===== config.mk =====
export PLATFORM = sky130hd
export DESIGN_NAME = mu_delay_guard_band_search
export DESIGN_NICKNAME = d
export VERILOG_FILES = /design/src/rtl/mu_guard_pkg.sv /design/src/rtl/mu_delay_guard_band_search.sv
export SDC_FILE = /design/constraint.sdc
export NUM_CORES = 1
export LEC_CHECK = 0
export BUFFER_PORTS_ARGS = -buffer_cell sky130_fd_sc_hd__buf_2
export CORE_ASPECT_RATIO = 0.7
export CORE_MARGIN = 1.5
export CORE_UTILIZATION = 57
export CTS_CLUSTER_DIAMETER = 30
export CTS_CLUSTER_SIZE = 25
export DETAILED_ROUTE_END_ITERATION = 10
export GPL_TIMING_DRIVEN = 0
export HOLD_SLACK_MARGIN = 0.15
export PLACE_DENSITY = 0.86
export SYNTH_ARGS = -nofsm -noshare
export SYNTH_HDL_FRONTEND = slang
export SYNTH_SLANG_ARGS = --single-unit

===== constraint.sdc =====
create_clock -name aclk -period 3.4 [get_ports aclk]
set_input_delay 0.34 -clock aclk [delete_from_list [all_inputs] [get_ports aclk]]
set_output_delay 0.34 -clock aclk [all_outputs]
set_load 0.05 [all_outputs]

===== src/rtl/mu_guard_pkg.sv =====
// constants for the mu delay guard-band search block
package mu_guard_pkg;
   // -----------------------------------------------------------
   // register indices (printed offsets are not multiples of four)
   // -----------------------------------------------------------
   localparam logic [7:0] idx_delay_ctl_one = 8'h2f;
   localparam logic [7:0] idx_duty_cycle = 8'h30;
   localparam logic [7:0] idx_clock_rx_one = 8'h31;
   localparam logic [7:0] idx_search_ctl = 8'h40;
   localparam logic [7:0] idx_search_stat = 8'h41;
   localparam logic [7:0] idx_irq_status = 8'h42;
   localparam logic [7:0] idx_irq_mask = 8'h43;
   localparam logic [7:0] idx_mu_delay = 8'h44;
   // -----------------------------------------------------------
   // field positions and reset values
   // -----------------------------------------------------------
   localparam int guard_lsb = 0;
   localparam int guard_w = 5;
   localparam logic [4:0] guard_rst = 5'h0b;
   localparam int guard_unit_shift = 3;
   localparam int dcc_en_bit = 7;
   localparam logic [7:0] duty_rst = 8'h00;
   localparam logic [7:0] clk_rx_rst = 8'hf0;
   localparam logic [7:0] delay_ctl_rst = 8'h0b;
   localparam int ctl_start_bit = 0;
   localparam int ctl_alt_bit = 1;
   localparam int ctl_retry_bit = 6;
   localparam int ctl_phase_lsb = 8;
   localparam int delay_w = 10;
   localparam logic [9:0] delay_max = 10'h3ff;
   localparam logic [9:0] delay_mid = 10'h200;
   localparam int phase_w = 5;
   localparam int irq_found_bit = 0;
   localparam int irq_fail_bit = 1;
   localparam int irq_w = 2;
   typedef enum logic [1:0] {
      st_idle = 2'b00,
      st_step = 2'b01,
      st_cmp = 2'b10
   } search_state_e;
endpackage


===== src/rtl/mu_delay_guard_band_search.sv =====
// mu delay guard-band search with axi4-lite register slave
`timescale 1ns/1ps
// What this block does
// - guard margin counts units of eight codes
// - margin field 0..31, resets to eleven
// - alternating mode steps both directions first
// - after one margin hit, opposite direction only
// - second margin hit without phase: alternate inside
// - reaching delay endpoint declares search failed
// - duty register bit seven enables correction
// - fault policy bit: stop or retry
module mu_delay_guard_band_search (
   input wire logic aclk,
   input wire logic aresetn,
   input wire logic [31:0] s_axi_awaddr,
   input wire logic s_axi_awvalid,
   output logic s_axi_awready,
   input wire logic [31:0] s_axi_wdata,
   input wire logic [3:0] s_axi_wstrb,
   input wire logic s_axi_wvalid,
   output logic s_axi_wready,
   output logic [1:0] s_axi_bresp,
   output logic s_axi_bvalid,
   input wire logic s_axi_bready,
   input wire logic [31:0] s_axi_araddr,
   input wire logic s_axi_arvalid,
   output logic s_axi_arready,
   output logic [31:0] s_axi_rdata,
   output logic [1:0] s_axi_rresp,
   output logic s_axi_rvalid,
   input wire logic s_axi_rready,
   input wire logic [4:0] measured_phase,
   output logic [9:0] mu_delay,
   output logic dcc_enable,
   output logic [3:0] neg_leg_common_mode_level,
   output logic irq
);
   // -----------------------------------------------------------
   // registers
   // -----------------------------------------------------------
   logic [7:0] delay_ctl_q; // guard margin in low five bits
   logic [7:0] duty_q; // correction enable plus factory bits
   logic [7:0] clk_rx_q; // neg leg level in upper nibble
   logic alt_mode_q; // search starts alternating when set
   logic retry_q; // fault policy: 1 retries
   logic [4:0] target_q; // desired phase
   logic [1:0] irq_st_q; // sticky events
   logic [1:0] irq_mask_q; // 1 lets event through
   logic [9:0] delay_q; // current mu delay code
   logic [9:0] lo_q; // lowest code visited
   logic [9:0] hi_q; // highest code visited
   logic up_q; // direction of next step
   logic lo_hit_q; // low margin reached
   logic hi_hit_q; // high margin reached
   logic found_q; // phase locked
   logic failed_q; // endpoint reached
   mu_guard_pkg::search_state_e st_q;
   // write channel holding
   logic aw_full_q;
   logic w_full_q;
   logic [7:0] aw_idx_q;
   logic [31:0] w_data_q;
   logic [3:0] w_strb_q;
   logic bvalid_q;
   logic rvalid_q;
   logic [31:0] rdata_q;
   logic [1:0] rresp_q;
   logic [1:0] bresp_q;

   // -----------------------------------------------------------
   // bus decode
   // -----------------------------------------------------------
   wire do_write = aw_full_q && w_full_q && !bvalid_q;
   wire wr_ctl1 = do_write && aw_idx_q == mu_guard_pkg::idx_delay_ctl_one;
   wire wr_duty = do_write && aw_idx_q == mu_guard_pkg::idx_duty_cycle;
   wire wr_clk = do_write && aw_idx_q == mu_guard_pkg::idx_clock_rx_one;
   wire wr_sctl = do_write && aw_idx_q == mu_guard_pkg::idx_search_ctl;
   wire wr_ist = do_write && aw_idx_q == mu_guard_pkg::idx_irq_status;
   wire wr_imask = do_write && aw_idx_q == mu_guard_pkg::idx_irq_mask;
   wire wr_hit = wr_ctl1 | wr_duty | wr_clk | wr_sctl | wr_ist | wr_imask
      | (do_write && aw_idx_q == mu_guard_pkg::idx_search_stat)
      | (do_write && aw_idx_q == mu_guard_pkg::idx_mu_delay);
   wire b0 = w_strb_q[0];
   wire b1 = w_strb_q[1];
   wire start_req = wr_sctl && b0 && w_data_q[mu_guard_pkg::ctl_start_bit];
   wire [7:0] ar_idx = s_axi_araddr[9:2];
   wire rd_go = s_axi_arvalid && !rvalid_q;

   assign s_axi_awready = !aw_full_q;
   assign s_axi_wready = !w_full_q;
   assign s_axi_arready = !rvalid_q;
   assign s_axi_bvalid = bvalid_q;
   assign s_axi_bresp = bresp_q;
   assign s_axi_rvalid = rvalid_q;
   assign s_axi_rdata = rdata_q;
   assign s_axi_rresp = rresp_q;

   // -----------------------------------------------------------
   // search geometry
   // -----------------------------------------------------------
   // margin in codes: field times eight
   wire [9:0] margin = {2'b00, delay_ctl_q[4:0], 3'b000};
   wire [9:0] lo_lim = margin; // inward from code zero
   wire [9:0] hi_lim = mu_guard_pkg::delay_max - margin;
   wire at_lo_end = delay_q == 10'h000;
   wire at_hi_end = delay_q == mu_guard_pkg::delay_max;
   // judged at the code under compare, so the turn happens right there
   wire lo_reached = delay_q <= lo_lim;
   wire hi_reached = delay_q >= hi_lim;
   // code beyond all visited so far; turning only there widens the walk
   // by one code per side instead of rocking between two codes
   // limitation: a wide alternating walk costs time quadratic in its span
   wire new_ext = up_q ? delay_q > hi_q : delay_q < lo_q;
   wire phase_ok = measured_phase == target_q;
   wire busy = st_q != mu_guard_pkg::st_idle;

   // next direction: alternate in alt mode until a margin is hit, then one-sided
   logic next_up;
   logic next_lo_hit;
   logic next_hi_hit;
   always_comb begin
      next_lo_hit = lo_hit_q | lo_reached;
      next_hi_hit = hi_hit_q | hi_reached;
      if (next_lo_hit && next_hi_hit) begin
         // both margins seen: fall back to alternating inside
         next_up = new_ext ? !up_q : up_q;
      end else if (next_lo_hit) begin
         next_up = 1'b1; // only away from low margin
      end else if (next_hi_hit) begin
         next_up = 1'b0; // only away from high margin
      end else if (alt_mode_q) begin
         next_up = new_ext ? !up_q : up_q; // both directions
      end else begin
         next_up = up_q;
      end
   end

   // -----------------------------------------------------------
   // bus channel handling
   // -----------------------------------------------------------
   // write address and data may arrive in either order
   always_ff @(posedge aclk) begin
      if (!aresetn) begin
         aw_full_q <= 1'b0;
         w_full_q <= 1'b0;
         aw_idx_q <= 8'h00;
         w_data_q <= 32'h0000_0000;
         w_strb_q <= 4'h0;
         bvalid_q <= 1'b0;
         bresp_q <= 2'b00;
      end else begin
         if (s_axi_awvalid && !aw_full_q) begin
            aw_full_q <= 1'b1;
            aw_idx_q <= s_axi_awaddr[9:2];
         end
         if (s_axi_wvalid && !w_full_q) begin
            w_full_q <= 1'b1;
            w_data_q <= s_axi_wdata;
            w_strb_q <= s_axi_wstrb;
         end
         if (do_write) begin
            bvalid_q <= 1'b1;
            bresp_q <= wr_hit ? 2'b00 : 2'b10; // slverr when unmapped
            aw_full_q <= 1'b0;
            w_full_q <= 1'b0;
         end else if (bvalid_q && s_axi_bready) begin
            bvalid_q <= 1'b0;
         end
      end
   end

   // read mux, answered one cycle after address is taken
   logic [31:0] rd_mux;
   logic rd_hit;
   always_comb begin
      rd_mux = 32'h0000_0000;
      rd_hit = 1'b1;
      case (ar_idx)
         mu_guard_pkg::idx_delay_ctl_one: rd_mux = {24'h0, delay_ctl_q};
         mu_guard_pkg::idx_duty_cycle: rd_mux = {24'h0, duty_q};
         mu_guard_pkg::idx_clock_rx_one: rd_mux = {24'h0, clk_rx_q};
         mu_guard_pkg::idx_search_ctl:
            rd_mux = {19'h0, target_q, 1'b0, retry_q, 4'h0, alt_mode_q, 1'b0};
         mu_guard_pkg::idx_search_stat:
            rd_mux = {27'h0, hi_hit_q, lo_hit_q, failed_q, found_q, busy};
         mu_guard_pkg::idx_irq_status: rd_mux = {30'h0, irq_st_q};
         mu_guard_pkg::idx_irq_mask: rd_mux = {30'h0, irq_mask_q};
         mu_guard_pkg::idx_mu_delay: rd_mux = {22'h0, delay_q};
         default: rd_hit = 1'b0;
      endcase
   end

   always_ff @(posedge aclk) begin
      if (!aresetn) begin
         rvalid_q <= 1'b0;
         rdata_q <= 32'h0000_0000;
         rresp_q <= 2'b00;
      end else if (rd_go) begin
         rvalid_q <= 1'b1;
         rdata_q <= rd_mux;
         rresp_q <= rd_hit ? 2'b00 : 2'b10;
      end else if (rvalid_q && s_axi_rready) begin
         rvalid_q <= 1'b0;
      end
   end

   // -----------------------------------------------------------
   // configuration registers
   // -----------------------------------------------------------
   // all codes 0..31 are legal, reset to eleven
   always_ff @(posedge aclk) begin
      if (!aresetn) begin
         delay_ctl_q <= mu_guard_pkg::delay_ctl_rst;
         duty_q <= mu_guard_pkg::duty_rst;
         clk_rx_q <= mu_guard_pkg::clk_rx_rst;
         alt_mode_q <= 1'b1;
         retry_q <= 1'b0;
         target_q <= 5'h0e;
         irq_mask_q <= 2'b00;
      end else begin
         if (wr_ctl1 && b0) delay_ctl_q <= w_data_q[7:0];
         // factory bits stored as written; host keeps them
         if (wr_duty && b0) duty_q <= w_data_q[7:0];
         // low nibble reserved, reads zero
         if (wr_clk && b0) clk_rx_q <= {w_data_q[7:4], 4'h0};
         if (wr_sctl && b0) begin
            alt_mode_q <= w_data_q[mu_guard_pkg::ctl_alt_bit];
            retry_q <= w_data_q[mu_guard_pkg::ctl_retry_bit];
         end
         if (wr_sctl && b1) target_q <= w_data_q[12:8];
         if (wr_imask && b0) irq_mask_q <= w_data_q[1:0];
      end
   end

   assign dcc_enable = duty_q[mu_guard_pkg::dcc_en_bit];
   assign neg_leg_common_mode_level = clk_rx_q[7:4];
   assign mu_delay = delay_q;

   // -----------------------------------------------------------
   // search engine
   // -----------------------------------------------------------
   // step one code, then compare a cycle later so phase settles
   always_ff @(posedge aclk) begin
      if (!aresetn) begin
         st_q <= mu_guard_pkg::st_idle;
         delay_q <= mu_guard_pkg::delay_mid;
         lo_q <= mu_guard_pkg::delay_mid;
         hi_q <= mu_guard_pkg::delay_mid;
         up_q <= 1'b1;
         lo_hit_q <= 1'b0;
         hi_hit_q <= 1'b0;
         found_q <= 1'b0;
         failed_q <= 1'b0;
      end else begin
         case (st_q)
            mu_guard_pkg::st_idle: begin
               if (start_req) begin
                  st_q <= mu_guard_pkg::st_cmp;
                  lo_q <= delay_q;
                  hi_q <= delay_q;
                  lo_hit_q <= 1'b0;
                  hi_hit_q <= 1'b0;
                  found_q <= 1'b0;
                  failed_q <= 1'b0;
               end
            end
            mu_guard_pkg::st_step: begin
               // one code per step
               delay_q <= up_q ? delay_q + 10'h001 : delay_q - 10'h001;
               st_q <= mu_guard_pkg::st_cmp;
            end
            mu_guard_pkg::st_cmp: begin
               if (up_q && delay_q > hi_q) hi_q <= delay_q;
               if (!up_q && delay_q < lo_q) lo_q <= delay_q;
               if (phase_ok) begin
                  found_q <= 1'b1;
                  st_q <= mu_guard_pkg::st_idle;
               end else if (at_lo_end || at_hi_end) begin
                  // endpoint means failure; retry restarts from mid
                  failed_q <= 1'b1;
                  if (retry_q) begin
                     delay_q <= mu_guard_pkg::delay_mid;
                     lo_q <= mu_guard_pkg::delay_mid;
                     hi_q <= mu_guard_pkg::delay_mid;
                     lo_hit_q <= 1'b0;
                     hi_hit_q <= 1'b0;
                     st_q <= mu_guard_pkg::st_cmp;
                  end else begin
                     st_q <= mu_guard_pkg::st_idle; // stop on error
                  end
               end else begin
                  lo_hit_q <= next_lo_hit;
                  hi_hit_q <= next_hi_hit;
                  up_q <= next_up;
                  st_q <= mu_guard_pkg::st_step;
               end
            end
            default: st_q <= mu_guard_pkg::st_idle;
         endcase
      end
   end

   // -----------------------------------------------------------
   // interrupts
   // -----------------------------------------------------------
   wire ev_found = st_q == mu_guard_pkg::st_cmp && phase_ok;
   wire ev_fail = st_q == mu_guard_pkg::st_cmp && !phase_ok && (at_lo_end || at_hi_end);
   wire [1:0] ev = {ev_fail, ev_found};
   wire [1:0] clr = (wr_ist && b0) ? w_data_q[1:0] : 2'b00;
   // set beats a clear landing in the same cycle
   always_ff @(posedge aclk) begin
      if (!aresetn) irq_st_q <= 2'b00;
      else irq_st_q <= (irq_st_q & ~clr) | ev;
   end
   assign irq = |(irq_st_q & irq_mask_q);
endmodule


### Word-level counts from Yosys, hierarchy flattened

Cells that the tools add are included.

* output and inout bits: 57
* register bits: 131
* word-level logic and storage cells: 178

* bitwise logic cells: 16
* muxes and demuxes: 49
* add/sub/neg operators: 3
* equal/unequal tests: 26
* reduce and logical (&&, ||, !) cells: 53
* order comparisons: 4

Operators by type and width (count)
* 10-bit 2-to-1 mux: 13
* 13-bit one-hot mux with 8 select lines: 1
* 8-bit by 7-bit == test with 1-bit output (second input constant): 10
* 10-bit one-hot mux with 2 select lines: 3
* 8-bit by 6-bit == test with 1-bit output (second input constant): 6
* 1-bit logical AND: 29
* 1-bit 2-to-1 mux: 20
* 4-bit AND reduction: 4
* 2-bit 2-to-1 mux: 7
* 10-bit by 1-bit adder with 10-bit output (second input constant): 1
* 10-bit == test (second input constant): 1
* 10-bit greater-or-equal comparator: 1
* 10-bit greater-than comparator: 1
* 10-bit by 8-bit <= comparator with 1-bit output: 1
* 10-bit logical NOT: 1
* 10-bit < comparator: 1
* 2-bit inequality test (second input constant): 5
* 2-bit nonzero test: 5
* 1-bit by 9-bit subtractor with 10-bit output (first input constant): 1
* 10-bit by 1-bit subtractor with 10-bit output (second input constant): 1
* 1-bit bitwise OR: 9
* 1-bit one-hot mux with 2 select lines: 4
* 8-bit OR reduction: 1
* 1-bit logical NOT: 6
* 15 further kinds: 19

### Longest topological paths before layout

* depth in word-level cells: 11
* gate-level depth with buffers: 10
* depth with buffers taken out: 8

### Worst setup path before layout

No wires, ideal clock.

* path type: flip-flop to flip-flop
* start: reg delay_q[5] (netlist: mu_delay[5])
* end: reg hi_q[9]
* path buffers: 1
* slack: 736 ps
* data arrival time: 2542 ps
* data required time: 3278 ps
* stages on the path, launching flop included: 9
* setup time: 122 ps
* period minus slack after synthesis: 2664 ps
* cells stage by stage: dfxtp_1 ha_1 a21oi_1 o21ai_0 a2111oi_0 nor3_1 o21a_1 buf_2 a221o_1

* word-level cells in the longest chain between the ends: 7
* elaborated cells between the ends (all ways): 10
* classes of those cells: order compare (1); eq/ne (1); mux (5); reduce/logical (3)

RTL lines
* start, declared: RTL line mu_delay_guard_band_search.sv:49 `logic [9:0] delay_q;`
* start signal, assigned: RTL line mu_delay_guard_band_search.sv:246 `delay_q <= mu_guard_pkg::delay_mid;`
* start signal, assigned: RTL line mu_delay_guard_band_search.sv:269 `delay_q <= up_q ? delay_q + 10'h001 : delay_q - 10'h001;`
* start signal, assigned: RTL line mu_delay_guard_band_search.sv:282 `delay_q <= mu_guard_pkg::delay_mid;`
* 10-bit greater-than comparator: RTL line mu_delay_guard_band_search.sv:273 `if (up_q && delay_q > hi_q) hi_q <= delay_q;`
* 1-bit logical AND: RTL line mu_delay_guard_band_search.sv:273
* 10-bit 2-to-1 mux: RTL line mu_delay_guard_band_search.sv:273
* 10-bit 2-to-1 mux: RTL line mu_delay_guard_band_search.sv:281 `if (retry_q) begin`
* 10-bit 2-to-1 mux: RTL line mu_delay_guard_band_search.sv:278 `end else if (at_lo_end || at_hi_end) begin`
* 10-bit 2-to-1 mux *: RTL line mu_delay_guard_band_search.sv:275 `if (phase_ok) begin`
* 10-bit one-hot mux with 2 select lines *: RTL line mu_delay_guard_band_search.sv:255 `case (st_q)`
* end signal, assigned: RTL line mu_delay_guard_band_search.sv:260 `hi_q <= delay_q;`
* end signal, assigned: RTL line mu_delay_guard_band_search.sv:273
* end signal, assigned: RTL line mu_delay_guard_band_search.sv:284 `hi_q <= mu_guard_pkg::delay_mid;`
* end, declared: RTL line mu_delay_guard_band_search.sv:51 `logic [9:0] hi_q;`

Mark *: on every way between the ends. The rest lies on a longest branch, timed or not.
A chain may end at the register's enable or synchronous reset.

### Worst setup path after layout

* start: reg delay_q[0] (netlist: mu_delay[0])
* end: reg hi_q[9]

The elaborated chain is that of the path after synthesis.

==> flow_metrics.py <==
metrics = {
    "setup_path": {
        "slowest_stage": "dfxtp_1",
        "cp_slowest_stage_delay_ps": 490,
        "cp_cell_sequence": "clkbuf_1 -> inv_1 -> ha_1 -> nand2b_1 -> a211oi_1 -> a2111oi_0 -> nor3_1 -> nand2_1 -> a221o_1",
        "rr_worst_depth": 9,
        "timing.rr.end": "hi_q[9]$_SDFFE_PN1P_",
        "startpoint_type": "flop",
        "r2r-start": "mu_delay[0]$_SDFFE_PN0P_",
        "critical_path_buf_inv_count": 2,
        "required_ps": 3650,
        "worstSetupEndpointType": "flop",
        "cpLargestDelayFamily": "compound AO/OA/AOI/OAI gates",
        "worstSetupPathType": "flop to flop",
        "critPathArrivalTime_ps": 3230,
        "critical_path.max_fanout": 10,
        "timing.reg2reg.setup_slack_ps": 420,
    },
    "route": {
        "ant_nets": 0,
        "wl_per_cell_um": 18.7,
        "via_per_inst": 6.25,
        "via_count": 6022,
        "drc": 0,
        "drt_first_iter_violations": 664,
        "routed_wl_mm": 18.0,
        "firstDrtPassIters": 6,
    },
    "sta": {
        "rsz0062_at_grt": "no",
        "min_period_ps": 2980,
        "finalHoldViolCount": 0,
        "worstMarginPinSlew_ps": 983,
        "setup_viol": 0,
        "fin_crit_sh_pct": 87.6,
        "fmax_mhz": 336,
        "finalSetupTns_ps": 0,
        "relSlewSlack_pct": 33.9,
        "fin_skew_ps": 6.92,
        "slew_viol_final": 0,
    },
    "synth": {
        "netlist_instances": 719,
        "syn_avg_cell_area_sq_um": 8.53,
        "ys.flop_type": "dfxtp_1",
        "synth_edf_count": 0,
        "yosysSeqAreaShare_pct": 35.9,
        "ys_ff_latch": 110,
        "synthArstFlopShare_pct": 0,
        "syn_area_sq_um": 6130,
        "yosysWarnings": 0,
        "ys_types": 75,
    },
    "finish": {
        "syn_to_final_growth_pct": 15.2,
        "multi_input_area_sq_um": 3470,
        "seq_area_sq_um": 2200,
        "fin_area_sq_um": 7070,
        "layout.nets": 977,
        "n_fill_cell": 826,
        "drive_gt1_share_pct": 17.3,
        "antenna_cells": 0,
    },
    "global_route": {
        "grt_pass1_wl_mm": 29.2,
        "grt_max_degree": 19,
        "antenna_found_initial": 0,
        "grtUsageTotal_pct": 32.2,
        "gr-total-overflow": 0,
        "grt_pass1_vias": 5873,
    },
    "min_path": {
        "hp-class": "primary input to flop",
        "hp-start": "s_axi_rready",
        "holdPathStages": 2,
        "whs_endpoint": "s_axi_rvalid$_SDFFE_PN0P_",
    },
    "place": {
        "gp_congestion": 0.924,
        "hpwl_mm": 13.3,
        "port-buffer-count": 77,
        "placed_area_sq_um": 6760,
    },
    "clock_network": {
        "cts_resized": 0,
        "clockRootBuffer": "clkbuf_16",
        "postCtsHoldBufs": 0,
        "cts.clk_slew.worst_paths_ps": 70,
        "cts_buffers": 9,
        "clk_latency_ps": 360,
        "cts.sinks": 110,
        "cts_tree": "yes",
        "htreeDepth": 3,
        "cts_setup_buffers": 0,
        "cts.path.max_buffers": 2,
    },
    "floorplan": {
        "io_pins": 169,
        "die_width_um": 127,
        "rows": 31,
        "die_area_sq_um": 11400,
        "core_sq_um": 10400,
        "chipHeight_um": 89.8,
        "start_util_pct": 59.0,
    },
    "status": {
        "outcome": "finished, final reports clean",
    },
    "pwr": {
        "pwr_density_cell_nw_per_um2": 394,
        "leakagePower_nw": 3.03,
        "ir_drop_mv": 0.291,
    },
    "job": {
        "maxCapViolations": 0,
    },
}
[layer usage]
layer	share of wire, %	vias to the layer above	track usage, %
met5	0	-	0
met1	43	2847	43.1
met2	43	356	49.3
li1	-	2749	-
met4	2.9	0	12.9
met3	11	70	8.87
[per-stage QoR]
step / cells / util, % / hold slack, ps / setup slack (ps) / power, mW
floorplan: 739 / - / 432 / 736 / 1.60
global route: 964 / 68.0 / 176 / 334 / 2.86
detailed placement: 948 / 65.0 / 448 / 606 / 1.69
CTS: 964 / 68.0 / 158 / 596 / 2.78
finish: 964 / 68.0 / 157 / 423 / 2.79
global placement: 948 / 65.0 / 439 / 621 / 1.68
[cells in the mapped netlist (all sizes together) (4+ instances only)]
cell | n | area share, %
o21ai | 21 | 1.7
dfxtp | 110 | 36
a21oi | 65 | 5.4
ha | 37 | 7.5
nor3 | 19 | 1.7
a22oi | 7 | 0.86
clkbuf | 25 | 1.9
nor2b | 11 | 1.1
nor4 | 8 | 1.2
nand4 | 9 | 0.92
nand4b | 4 | 0.57
nand3 | 18 | 1.5
o211ai | 7 | 0.86
nand2 | 88 | 5.4
nand2b | 7 | 0.71
a211oi | 9 | 1.1
a21boi | 8 | 0.98
o21a | 4 | 0.49
a221oi | 12 | 1.7
mux2i | 32 | 5.2
buf | 29 | 3.6
a222oi | 4 | 0.65
nor2 | 56 | 3.4
xor2 | 8 | 1.1
inv | 43 | 2.6
a21o | 6 | 0.73
or3 | 12 | 1.2
nand3b | 4 | 0.49
[kinds of logic (layout without fill, tap and decap cells)]
group           count (synthesis)  count (layout)  synth area share [%]
simple gates                  253             253                  21.1
compound gates                173             173                  18.9
flops                         110             110                  35.9
buf+inv                        98             191                  8.65
fa+ha+maj                      38              38                  7.88
mux                            35              35                  5.96
xor+xnor                       11              11                  1.57
other cells                     1              21                0.0612
[registers in the layout, indices dropped and copies added, names as in the netlist, 5 cells and up]
signal       flops
hi_q            10
mu_delay        10
lo_q            10
duty_q           8
aw_idx_q         8
delay_ctl_q      8
target_q         5
w_data_q        13
s_axi_rdata     13
[final cells by class]
cell class                 instances  area share, %
timing repair buffer              77           5.45
tap                              132           2.34
clock buffer                      11           3.43
inverter                          43           2.28
sequential                       110           31.2
buffer                            55           5.22
multi-input combinational        531           49.2
clock inverter                     5          0.938
[cells in the final DEF (no fill, tap or decap), drive strengths merged, types with 18 or more instances in the layout]
cell,count
conb,21
dfxtp,110
mux2i,32
nand2,88
buf,106
nor3,19
inv,45
a21oi,65
clkbuf,36
o21ai,21
nor2,56
ha,37
nand3,18
[power by group]
group / switching (mW) / internal [mW] / leakage [nW]
registers: 0.0294 / 1.31 / 0.892
logic: 0.223 / 0.107 / 1.99
clock network: 0.511 / 0.602 / 0.148
total: 0.764 / 2.02 / 3.03
[how the worst max path moves through the flow]
stage	startpoint	endpoint	slack (ps)	cells past startpoint
floorplan	mu_delay[5]$_SDFFE_PN0P_	hi_q[9]$_SDFFE_PN1P_	740	8
global placement	mu_delay[5]$_SDFFE_PN0P_	hi_q[9]$_SDFFE_PN1P_	620	8
detailed placement	mu_delay[0]$_SDFFE_PN0P_	hi_q[9]$_SDFFE_PN1P_	610	9
CTS	mu_delay[5]$_SDFFE_PN0P_	hi_q[9]$_SDFFE_PN1P_	600	8
global route	mu_delay[0]$_SDFFE_PN0P_	hi_q[5]$_SDFFE_PN0P_	330	9
finish	mu_delay[0]$_SDFFE_PN0P_	hi_q[9]$_SDFFE_PN1P_	420	9
Power figures use the tool's default switching activity.
